--- config.mk ---
export PLATFORM = sky130hd
export DESIGN_NAME = lspc_top
export DESIGN_NICKNAME = d
export VERILOG_FILES = /design/src/lspc_pkg.sv /design/src/lspc_top.sv
export VERILOG_INCLUDE_DIRS = /design/src
export SDC_FILE = /design/constraint.sdc
export NUM_CORES = 1
export LEC_CHECK = 0
export ABC_AREA = 0
export BUFFER_PORTS_ARGS = -buffer_cell sky130_fd_sc_hd__buf_2
export CAP_MARGIN = 40
export CORE_MARGIN = 1
export CORE_UTILIZATION = 55
export DETAILED_ROUTE_END_ITERATION = 8
export PLACE_DENSITY = 0.73
export REMOVE_ABC_BUFFERS = 1
export SLEW_MARGIN = 40
export SYNTH_ARGS = -nofsm -noshare
export SYNTH_HDL_FRONTEND = slang
export SYNTH_SLANG_ARGS = --single-unit
--- constraint.sdc ---
create_clock -name REF_CLK_IN -period 9.53 [get_ports REF_CLK_IN]
set_input_delay 1.4295 -clock REF_CLK_IN [delete_from_list [all_inputs] [get_ports REF_CLK_IN]]
set_output_delay 1.4295 -clock REF_CLK_IN [all_outputs]
set_load 0.02 [all_outputs]
--- src/lspc_defs.svh ---
// constants of the loop setpoint and phase configuration block
`ifndef LSPC_DEFS_SVH
`define LSPC_DEFS_SVH
// ======================================================================
// command codes
`define LSPC_CMD_OPEN_LOOP   4'h0
`define LSPC_CMD_PHASE       4'h1
`define LSPC_CMD_SP_CODE     4'h2
`define LSPC_CMD_SP_TRIM     4'h3
`define LSPC_CMD_SP_OFFSET   4'h4
`define LSPC_CMD_MARGIN_UP   4'h5
`define LSPC_CMD_MARGIN_DOWN 4'h6
`define LSPC_CMD_CEILING     4'h7
`define LSPC_CMD_MARGIN_MODE 4'h8
`define LSPC_CMD_OL_PERIOD   4'h9
`define LSPC_CMD_CONTROL     4'ha
`define LSPC_CMD_STATUS      4'hb
// ======================================================================
// field positions
`define LSPC_OL_EN_BIT       0
`define LSPC_OL_NPH_MSB      4
`define LSPC_OL_NPH_LSB      1
`define LSPC_OL_ON_MSB       15
`define LSPC_OL_ON_LSB       5
`define LSPC_CTRL_CHK_BIT    0
`define LSPC_ST_CHK_BUSY     4
`define LSPC_ST_CHK_PASS     5
// ======================================================================
// reset values
`define LSPC_SP_CODE_RST     5'h06
`define LSPC_FIELD6_RST      6'h00
`define LSPC_PHASE_RST       5'h00
`define LSPC_OL_CFG_RST      16'h0000
`define LSPC_OL_PER_RST      16'h0064
// ======================================================================
// setpoint arithmetic
`define LSPC_CODE_OFS        14'h0009
`define LSPC_CODE_STEP       14'h0029
`define LSPC_CEIL_SHIFT      5
`define LSPC_REF_MAX         14'h07ff
`define LSPC_MAX_PHASES      4'h8
// ======================================================================
// timing
`define LSPC_CLK_NS          40
`define LSPC_FILT_NS         88000
`define LSPC_FILT_CYC        ((`LSPC_FILT_NS + `LSPC_CLK_NS - 1) / `LSPC_CLK_NS)
`define LSPC_BLANK_NS        920000
`define LSPC_BLANK_CYC       ((`LSPC_BLANK_NS + `LSPC_CLK_NS - 1) / `LSPC_CLK_NS)
`define LSPC_OL_COARSE_NS    25
`define LSPC_OL_FINE_DIV     64
`endif

--- src/lspc_pkg.sv ---
// types of the loop setpoint and phase configuration block
package lspc_pkg;
   typedef enum logic [1:0] {MARGIN_OFF, MARGIN_UP, MARGIN_DOWN} lspc_margin_t;
   typedef enum logic {CHK_IDLE, CHK_RUN} lspc_chk_t;
   typedef struct packed {
      logic [4:0]   code;
      logic [5:0]   trim;
      logic [5:0]   offs;
      logic [5:0]   up;
      logic [5:0]   down;
      logic [5:0]   ceil;
      lspc_margin_t margin;
   } lspc_sp_cfg_t;
endpackage

--- src/lspc_top.sv ---
// feedback-open monitor, open-loop bypass, phase split and setpoint logic
`timescale 1ns/1ps
`include "lspc_defs.svh"

// Overview of operation
// - sense comparator high past filter time after blanking sets flag and tristate
// - return comparator filtered the same way; blanking lasts 0.92 ms (23000 cycles)
// - flag stays until comparator clears and loop enable rises
// - self-check procedure exercises the feedback-open monitor
// - open-loop word: bit 0 enables, bits 4:1 give active phases
// - ON time is coarse 25 ns steps plus fine 25/64 ns steps
// - open-loop drives programmed PWMs at fixed period and ON time
// - at most 8 phases total, at most 4 on loop 2
// - outside open-loop, unassigned phases tristated with current monitor disabled
// - phase code decodes to loop 1 low phases and loop 2 high phases
// - reference is 50 mV times code plus 9; code 0 gives 0 V unless sum is at or over ceiling
// - signed trim plus offset, times fine step, added to reference unless margin up or down is selected
// - margin mode adds chosen unsigned margin times fine step to base
// - six-bit ceiling field guards reference, resets to zero
// - sum at or over ceiling clamps reference to 32*(ceiling+1)-1 steps
module lspc_top #(
   parameter int BLANK_CYC = `LSPC_BLANK_CYC
) (
   input  wire logic              REF_CLK_IN,
   input  wire logic              SYS_RST_IN,
   input  wire logic              CMD_WR_IN,
   input  wire logic [3:0]        CMD_CODE_IN,
   input  wire logic              CMD_PAGE_IN,
   input  wire logic [15:0]       CMD_WDATA_IN,
   output logic      [15:0]       CMD_RDATA_OUT,
   input  wire logic [1:0]        SENSE_POS_CMP_IN,
   input  wire logic [1:0]        SENSE_RTN_CMP_IN,
   input  wire logic [1:0]        LOOP_ENABLE_IN,
   input  wire logic [7:0]        PWM_LOOP_IN,
   output logic      [7:0]        PWM_OUT,
   output logic      [7:0]        PWM_OE_OUT,
   output logic      [7:0]        PHASE_CURRENT_SENSE_EN_OUT,
   output logic      [1:0]        SENSE_OPEN_OUT,
   output logic      [1:0]        RETURN_OPEN_OUT,
   output logic                   SAFE_TRISTATE_OUT,
   output logic      [1:0][10:0]  REF_CODE_OUT
);

   // ===================================================================
   // functions
   function automatic logic signed [7:0] lspc_sum(input lspc_pkg::lspc_sp_cfg_t c);
      lspc_sum = $signed({3'h0, c.code}) + $signed({{2{c.trim[5]}}, c.trim})
               + $signed({{2{c.offs[5]}}, c.offs});
   endfunction

   function automatic logic [10:0] lspc_ref(input lspc_pkg::lspc_sp_cfg_t c);
      logic [11:0]        clamp;
      logic signed [13:0] acc;
      clamp = ((12'(c.ceil) + 12'h001) << `LSPC_CEIL_SHIFT) - 12'h001;
      acc = $signed(({9'h000, c.code} + `LSPC_CODE_OFS) * `LSPC_CODE_STEP);
      if (c.margin == lspc_pkg::MARGIN_UP) begin
         acc = acc + $signed({8'h00, c.up});
      end else if (c.margin == lspc_pkg::MARGIN_DOWN) begin
         acc = acc + $signed({8'h00, c.down});
      end else begin
         acc = acc + $signed({{8{c.trim[5]}}, c.trim})
                   + $signed({{8{c.offs[5]}}, c.offs});
      end
      if (lspc_sum(c) >= $signed({2'h0, c.ceil})) begin
         lspc_ref = clamp[10:0];
      end else if (c.code == 5'h00) begin
         lspc_ref = 11'h000;
      end else if (acc < 0) begin
         lspc_ref = 11'h000;
      end else if (acc > $signed(`LSPC_REF_MAX)) begin
         lspc_ref = 11'h7ff;
      end else begin
         lspc_ref = acc[10:0];
      end
   endfunction

   function automatic logic [15:0] lspc_phase_mask(input logic [4:0] code);
      logic [4:0] n1;
      logic [7:0] l2;
      n1 = 5'h00;
      l2 = 8'h00;
      if (code >= 5'h01 && code <= 5'h08) begin
         n1 = code;
      end else if (code >= 5'h09 && code <= 5'h0f) begin
         n1 = code - 5'h08;
         l2 = 8'h80;
      end else if (code >= 5'h10 && code <= 5'h15) begin
         n1 = code - 5'h0f;
         l2 = 8'hc0;
      end else if (code >= 5'h16 && code <= 5'h1a) begin
         n1 = code - 5'h15;
         l2 = 8'he0;
      end else if (code >= 5'h1b && code <= 5'h1e) begin
         n1 = code - 5'h1a;
         l2 = 8'hf0;
      end
      lspc_phase_mask = {l2, 8'((9'h001 << n1) - 9'h001)};
   endfunction

   // ===================================================================
   // command registers
   logic [15:0]                ol_cfg_q, ol_cfg_d, ol_per_q, ol_per_d;
   logic [4:0]                 phase_cfg_q, phase_cfg_d;
   lspc_pkg::lspc_sp_cfg_t     sp_q [2];
   lspc_pkg::lspc_sp_cfg_t     sp_d [2];
   lspc_pkg::lspc_sp_cfg_t     sp_rst;
   lspc_pkg::lspc_chk_t        chk_q, chk_d;
   logic                       chk_pass_q, chk_pass_d;
   logic [3:0]                 hit, flag, comp, comp_eff;
   logic                       chk_run;

   assign sp_rst = '{code: `LSPC_SP_CODE_RST, trim: `LSPC_FIELD6_RST,
                     offs: `LSPC_FIELD6_RST, up: `LSPC_FIELD6_RST,
                     down: `LSPC_FIELD6_RST, ceil: `LSPC_FIELD6_RST,
                     margin: lspc_pkg::MARGIN_OFF};
   assign chk_run = (chk_q == lspc_pkg::CHK_RUN);

   always_comb begin
      ol_cfg_d    = ol_cfg_q;
      ol_per_d    = ol_per_q;
      phase_cfg_d = phase_cfg_q;
      sp_d        = sp_q;
      chk_d       = chk_q;
      chk_pass_d  = chk_pass_q;
      if (chk_run && &hit) begin
         chk_d      = lspc_pkg::CHK_IDLE;
         chk_pass_d = 1'b1;
      end
      if (CMD_WR_IN) begin
         if (CMD_CODE_IN == `LSPC_CMD_OPEN_LOOP) begin
            ol_cfg_d = CMD_WDATA_IN;
         end else if (CMD_CODE_IN == `LSPC_CMD_PHASE) begin
            phase_cfg_d = CMD_WDATA_IN[4:0];
         end else if (CMD_CODE_IN == `LSPC_CMD_SP_CODE) begin
            sp_d[CMD_PAGE_IN].code = CMD_WDATA_IN[4:0];
         end else if (CMD_CODE_IN == `LSPC_CMD_SP_TRIM) begin
            sp_d[CMD_PAGE_IN].trim = CMD_WDATA_IN[5:0];
         end else if (CMD_CODE_IN == `LSPC_CMD_SP_OFFSET) begin
            sp_d[CMD_PAGE_IN].offs = CMD_WDATA_IN[5:0];
         end else if (CMD_CODE_IN == `LSPC_CMD_MARGIN_UP) begin
            sp_d[CMD_PAGE_IN].up = CMD_WDATA_IN[5:0];
         end else if (CMD_CODE_IN == `LSPC_CMD_MARGIN_DOWN) begin
            sp_d[CMD_PAGE_IN].down = CMD_WDATA_IN[5:0];
         end else if (CMD_CODE_IN == `LSPC_CMD_CEILING) begin
            sp_d[CMD_PAGE_IN].ceil = CMD_WDATA_IN[5:0];
         end else if (CMD_CODE_IN == `LSPC_CMD_MARGIN_MODE) begin
            sp_d[CMD_PAGE_IN].margin = lspc_pkg::lspc_margin_t'(CMD_WDATA_IN[1:0]);
         end else if (CMD_CODE_IN == `LSPC_CMD_OL_PERIOD) begin
            ol_per_d = CMD_WDATA_IN;
         end else if (CMD_CODE_IN == `LSPC_CMD_CONTROL) begin
            if (CMD_WDATA_IN[`LSPC_CTRL_CHK_BIT] && !chk_run) begin
               chk_d      = lspc_pkg::CHK_RUN;
               chk_pass_d = 1'b0;
            end
         end
      end
   end

   always_ff @(posedge REF_CLK_IN) begin
      if (SYS_RST_IN) begin
         ol_cfg_q    <= `LSPC_OL_CFG_RST;
         ol_per_q    <= `LSPC_OL_PER_RST;
         phase_cfg_q <= `LSPC_PHASE_RST;
         sp_q[0]     <= sp_rst;
         sp_q[1]     <= sp_rst;
         chk_q       <= lspc_pkg::CHK_IDLE;
         chk_pass_q  <= 1'b0;
      end else begin
         ol_cfg_q    <= ol_cfg_d;
         ol_per_q    <= ol_per_d;
         phase_cfg_q <= phase_cfg_d;
         sp_q        <= sp_d;
         chk_q       <= chk_d;
         chk_pass_q  <= chk_pass_d;
      end
   end

   // ===================================================================
   // feedback-open monitor: blanking per loop
   logic [1:0]       en_prev_q, rise, armed;
   logic [1:0][14:0] blank_q, blank_d;

   assign rise     = LOOP_ENABLE_IN & ~en_prev_q;
   assign comp     = {SENSE_RTN_CMP_IN[1], SENSE_POS_CMP_IN[1],
                      SENSE_RTN_CMP_IN[0], SENSE_POS_CMP_IN[0]};
   assign comp_eff = comp | {4{chk_run}};

   always_comb begin
      for (int l = 0; l < 2; l++) begin
         armed[l] = (blank_q[l] >= 15'(BLANK_CYC));
         if (rise[l]) begin
            blank_d[l] = 15'h0000;
         end else if (armed[l]) begin
            blank_d[l] = blank_q[l];
         end else begin
            blank_d[l] = blank_q[l] + 15'h0001;
         end
      end
   end

   always_ff @(posedge REF_CLK_IN) begin
      if (SYS_RST_IN) begin
         en_prev_q <= LOOP_ENABLE_IN;
         blank_q   <= '0;
      end else begin
         en_prev_q <= LOOP_ENABLE_IN;
         blank_q   <= blank_d;
      end
   end

   // ===================================================================
   // feedback-open monitor: filter and latch per comparator
   genvar gm;
   for (gm = 0; gm < 4; gm++) begin : g_mon
      logic [11:0] filt_q, filt_d;
      logic        flag_q, flag_d, edge_q, edge_d, live, hit_m;
      always_comb begin
         live   = comp_eff[gm] && (armed[gm/2] || chk_run);
         hit_m  = live && (filt_q == 12'(`LSPC_FILT_CYC - 1));
         filt_d = !live ? 12'h000 : (hit_m ? filt_q : filt_q + 12'h001);
         edge_d = flag_q && (edge_q || rise[gm/2]);
         flag_d = flag_q;
         if (hit_m && !chk_run) begin
            flag_d = 1'b1;
         end else if (flag_q && edge_q && !comp[gm]) begin
            flag_d = 1'b0;
         end
      end
      always_ff @(posedge REF_CLK_IN) begin
         if (SYS_RST_IN) begin
            filt_q <= 12'h000;
            flag_q <= 1'b0;
            edge_q <= 1'b0;
         end else begin
            filt_q <= filt_d;
            flag_q <= flag_d;
            edge_q <= edge_d;
         end
      end
      assign hit[gm]  = hit_m;
      assign flag[gm] = flag_q;
   end

   // ===================================================================
   // open-loop timing and phase outputs
   logic [15:0] per_q, per_d, per_last, on_cyc;
   logic [3:0]  ol_n;
   logic        ol_en, safe;
   logic [15:0] phase_mask;
   logic [7:0]  pwm_d, oe_d, phase_current_sense_d;
   logic [15:0] rdata_d;
   logic [1:0][10:0] ref_d;

   assign ol_en      = ol_cfg_q[`LSPC_OL_EN_BIT];
   assign safe       = |flag;
   assign phase_mask = lspc_phase_mask(phase_cfg_q);

   always_comb begin
      on_cyc = 16'((32'(ol_cfg_q[`LSPC_OL_ON_MSB:`LSPC_OL_ON_LSB]) * `LSPC_OL_COARSE_NS)
               / (`LSPC_OL_FINE_DIV * `LSPC_CLK_NS));
      if (on_cyc == 16'h0000) begin
         on_cyc = 16'h0001;
      end
      ol_n = ol_cfg_q[`LSPC_OL_NPH_MSB:`LSPC_OL_NPH_LSB];
      if (ol_n > `LSPC_MAX_PHASES) begin
         ol_n = `LSPC_MAX_PHASES;
      end
      per_last = (ol_per_q <= 16'h0001) ? 16'h0000 : ol_per_q - 16'h0001;
      per_d    = (!ol_en || per_q >= per_last) ? 16'h0000 : per_q + 16'h0001;
      for (int i = 0; i < 8; i++) begin
         phase_current_sense_d[i] = phase_mask[i] | phase_mask[i + 8];
         if (safe) begin
            pwm_d[i] = 1'b0;
            oe_d[i]  = 1'b0;
         end else if (ol_en) begin
            oe_d[i]  = (4'(i) < ol_n);
            pwm_d[i] = (4'(i) < ol_n) && (per_q < on_cyc);
         end else begin
            oe_d[i]  = phase_current_sense_d[i];
            pwm_d[i] = phase_current_sense_d[i] & PWM_LOOP_IN[i];
         end
      end
      for (int l = 0; l < 2; l++) begin
         ref_d[l] = lspc_ref(sp_q[l]);
      end
   end

   // ===================================================================
   // command readback
   always_comb begin
      rdata_d = 16'h0000;
      if (CMD_CODE_IN == `LSPC_CMD_OPEN_LOOP) begin
         rdata_d = ol_cfg_q;
      end else if (CMD_CODE_IN == `LSPC_CMD_PHASE) begin
         rdata_d = {11'h000, phase_cfg_q};
      end else if (CMD_CODE_IN == `LSPC_CMD_SP_CODE) begin
         rdata_d = {11'h000, sp_q[CMD_PAGE_IN].code};
      end else if (CMD_CODE_IN == `LSPC_CMD_SP_TRIM) begin
         rdata_d = {10'h000, sp_q[CMD_PAGE_IN].trim};
      end else if (CMD_CODE_IN == `LSPC_CMD_SP_OFFSET) begin
         rdata_d = {10'h000, sp_q[CMD_PAGE_IN].offs};
      end else if (CMD_CODE_IN == `LSPC_CMD_MARGIN_UP) begin
         rdata_d = {10'h000, sp_q[CMD_PAGE_IN].up};
      end else if (CMD_CODE_IN == `LSPC_CMD_MARGIN_DOWN) begin
         rdata_d = {10'h000, sp_q[CMD_PAGE_IN].down};
      end else if (CMD_CODE_IN == `LSPC_CMD_CEILING) begin
         rdata_d = {10'h000, sp_q[CMD_PAGE_IN].ceil};
      end else if (CMD_CODE_IN == `LSPC_CMD_MARGIN_MODE) begin
         rdata_d = {14'h0000, sp_q[CMD_PAGE_IN].margin};
      end else if (CMD_CODE_IN == `LSPC_CMD_OL_PERIOD) begin
         rdata_d = ol_per_q;
      end else if (CMD_CODE_IN == `LSPC_CMD_STATUS) begin
         rdata_d[3:0]               = flag;
         rdata_d[`LSPC_ST_CHK_BUSY] = chk_run;
         rdata_d[`LSPC_ST_CHK_PASS] = chk_pass_q;
      end
   end

   always_ff @(posedge REF_CLK_IN) begin
      if (SYS_RST_IN) begin
         per_q             <= 16'h0000;
         PWM_OUT           <= 8'h00;
         PWM_OE_OUT        <= 8'h00;
         PHASE_CURRENT_SENSE_EN_OUT       <= 8'h00;
         SENSE_OPEN_OUT    <= 2'h0;
         RETURN_OPEN_OUT   <= 2'h0;
         SAFE_TRISTATE_OUT <= 1'b0;
         REF_CODE_OUT      <= '0;
         CMD_RDATA_OUT     <= 16'h0000;
      end else begin
         per_q             <= per_d;
         PWM_OUT           <= pwm_d;
         PWM_OE_OUT        <= oe_d;
         PHASE_CURRENT_SENSE_EN_OUT       <= phase_current_sense_d;
         SENSE_OPEN_OUT    <= {flag[2], flag[0]};
         RETURN_OPEN_OUT   <= {flag[3], flag[1]};
         SAFE_TRISTATE_OUT <= safe;
         REF_CODE_OUT      <= ref_d;
         CMD_RDATA_OUT     <= rdata_d;
      end
   end
endmodule

==> impl_metrics.ini <==
[sta]
finalCritPeriodShare_pct = 92.4
max_freq_ghz = 0.114
tightest_slew_ps = 820
grt_setup_unrepaired = no
drv_slew = 0
hold_viol_final = 0
fin_skew_ps = 21.4
max-slew-margin-rel_pct = 45.2
finalSetupTns_ps = 0
finalSetupViolCount = 0
fin_crit_ps = 8810

[synth]
yosys.area_share.xor_xnor_pct = 7.48
syn_area_sq_um = 21900
post-synth-top-count-cell = nor2_1
syn_inst = 2824
synth_seq_cells = 284
synth_top_area_share_pct = 26.0
syn_area_per_cell_sq_um = 7.76
synth_edf_count = 0
yosysTopAreaCell = dfxtp_1
synthMuxAreaShare_pct = 2.88
synthFlopType = dfxtp_1
yosys.area_share.simple_pct = 22.9
synth_top_family_by_area = simple AND/OR/NAND/NOR gates
async_flop_share_pct = 0
synth.area.top_cells = dfxtp_1 26%, ha_1 12%, nor2_1 6.0%
synth_adder_area_share_pct = 17.0
synth.distinct_cells = 93
synth-compound-area-share_pct = 18.1
ys.warnings.count = 0
synthTopCellsByCount = 353 x nor2_1, 312 x nand2_1, 284 x dfxtp_1, 244 x a21oi_1, 215 x ha_1
ys_seq_area_share_pct = 26.0

[drt]
drtIter0Drc = 1534
antenna_left = 0
wl_per_cell_um = 17.2
remaining_drc_errors = 0
wirelength_um = 58300
viasPerCell = 5.90
first_pass_iters = 6
via_count = 20000

[clock_network]
cts_buffers = 34
holdBufCountCts = 0
cts_buffer_depth = 3
cts_sinks = 284
cts_tree = yes
clk_latency_ps = 540
post_cts.repair.setup_buffers = 0
cts-root-buf = clkbuf_16
clk_pin_slew_ps = 60
htreeDepth = 2

[power]
p_per_area_nw_per_um2 = 117
vdd_ir_drop_max_uv = 171
total_power_uw = 2790
p_leak_uw = 0.0102

[global_routing]
grt_pass1_vias = 19100
antenna_found_initial = 1
grt_usage_pct = 28.5
grt_overflow = 0
grt_max_degree = 89
grt_pass1_wl_um = 95800

[final_layout]
area_delta_synth_final_pct = 9.01
final_util_pct = 61.4
nets = 3161
drive_gt1_share_pct = 8.37
fillCellCount = 3586
fin_area_sq_um = 23900
register_area_sq_um = 5690
multi_input_area_sq_um = 15100

[flow_run]
drv_cap = 0

[placement]
post-dp-hpwl_um = 45000
placed_area_sq_um = 22800
port_buffers = 104
routabilityCongestion = 0.918

[critical_path]
ff2ff_path_depth = 26
crit_path_start_kind = register
crit_path_max_fanout = 11
endpoint_kind = register
r2r-end = PWM_OUT[2]
r2r-start = ol_cfg_q[9]
required_ps = 9920
cp.arrival_ps = 9200
ff2ff_setup_slack_ps = 720
path_class = register to register
startpoint = ol_cfg_q[9]

[die]
dieArea_sq_um = 40600
rows = 72
start_util_pct = 56.3
die_x_um = 202
core-area_sq_um = 38900
fp.dieH_um = 202
pin_count = 105

[worst_hold_path]
holdPathStages = 2
min_to = blank_q[29]
min_path_type = register to register
hp-start = blank_q[29]

[status]
outcome = completed
-- kinds of logic (layout without fill, tap and decap cells) --
logic type / after synthesis / count (layout)
AND/OR/NAND/NOR: 1071 / 1071
XOR/XNOR: 187 / 187
adder cells (fa/ha/maj): 267 / 267
other: 0 / 1
buffers and inverters: 328 / 382
AO/OA/AOI/OAI: 626 / 626
multiplexers: 61 / 61
flip-flops: 284 / 284
-- power by group --
group	switching [uW]	internal [uW]	total [uW]
combinational	195	98.5	293
clock	520	760	1280
sequential	12.6	1200	1220
total	727	2060	2790
-- sequential cells by signal, indices dropped and copies added, names as in the netlist --
name and count:
g_mon.flag_q 4, PHASE_CURRENT_SENSE_EN_OUT 8, PWM_OUT 8, chk_q 1
en_prev_q 2, CMD_RDATA_OUT 16, SAFE_TRISTATE_OUT 1, ol_cfg_q 16
blank_q 30, sp_q 74, phase_cfg_q 5, PWM_OE_OUT 8
ol_per_q 16, per_q 16, chk_pass_q 1, REF_CODE_OUT 22
g_mon.edge_q 4, SENSE_OPEN_OUT 2, g_mon.filt_q 48, RETURN_OPEN_OUT 2
-- how the worst max path moves through the flow --
stage | to | slack [ps] | cells past startpoint
after CTS | PWM_OUT[0] | 460 | 28
after floorplan | PWM_OUT[0] | 1720 | 28
after global routing | PWM_OUT[2] | 90 | 28
after detailed placement | PWM_OUT[3] | 510 | 28
final | PWM_OUT[2] | 720 | 26
after global placement | PWM_OUT[0] | 780 | 30
-- routing by layer --
layer	part of all wire, %	wire length [um]	GRT usage (%)
met5	0	0	0
met3	6.2	3630	3.76
met4	2.4	1410	8.39
met2	46	26900	47.4
met1	45	26400	38.5
-- final cells by class --
class | instances | share of cell area (%)
antenna | 1 | 0.0105
clock buffer | 46 | 3.97
clock inverter | 12 | 0.618
inverter | 209 | 3.29
multi-input combinational | 2212 | 63.0
sequential | 284 | 23.8
tap | 518 | 2.71
timing repair buffer | 115 | 2.55
-- placed cells by master, fill, tap and decap left out, types with 9 or more instances in the layout --
cell,instances
a211o_1,9
a211oi_1,26
a21o_1,43
a21oi_1,243
a22oi_1,15
a31oi_1,28
and2_1,12
and3_1,17
buf_2,103
buf_4,11
clkbuf_16,35
dfxtp_1,284
fa_1,52
ha_1,215
inv_1,205
mux2i_1,52
nand2_1,312
nand2b_1,29
nand3_1,98
nand3b_1,11
nand4_1,43
nor2_1,351
nor2b_1,36
nor3_1,45
nor4_1,19
o211ai_1,17
o21ai_0,92
o21ai_1,9
o21bai_1,25
o22ai_1,23
o31ai_1,11
or2_2,28
or3_1,21
xnor2_1,98
xor2_1,88
-- repair_timing --
item,CTS,global route
gates resized for setup,0,2
endpoints found under the hold margin,0,0
endpoints found under the setup margin,0,8
-- critical path: stages (launching register included) --
cell and delay [ps]:
dfxtp_1 430, ha_1 270, ha_1 280, inv_1 50
fa_1 500, inv_1 40, ha_1 360, a21o_1 240
a221oi_2 390, nor3_1 140, nor3_2 510, o21ai_2 280
a41o_1 330, or4b_1 650, o41ai_4 650, nand3_4 270
mux2i_1 170, or4b_1 650, a311oi_1 480, nor4b_1 300
a31oi_1 210, nor2b_1 180, ha_1 290, inv_1 40
or2_2 300, a2111oi_4 510, o21ai_1 170
-- per-stage QoR --
step | hold slack [ps] | setup WS, ps | cells
6_report | 468 | 720 | 3397
5_1_grt | 514 | 87.3 | 3397
2_1_floorplan | 432 | 1720 | 2705
3_5_place_dp | 455 | 510 | 3338
4_1_cts | 469 | 463 | 3396
3_3_place_gp | 445 | 776 | 3338
No activity file was read; power rests on OpenSTA's default activity.
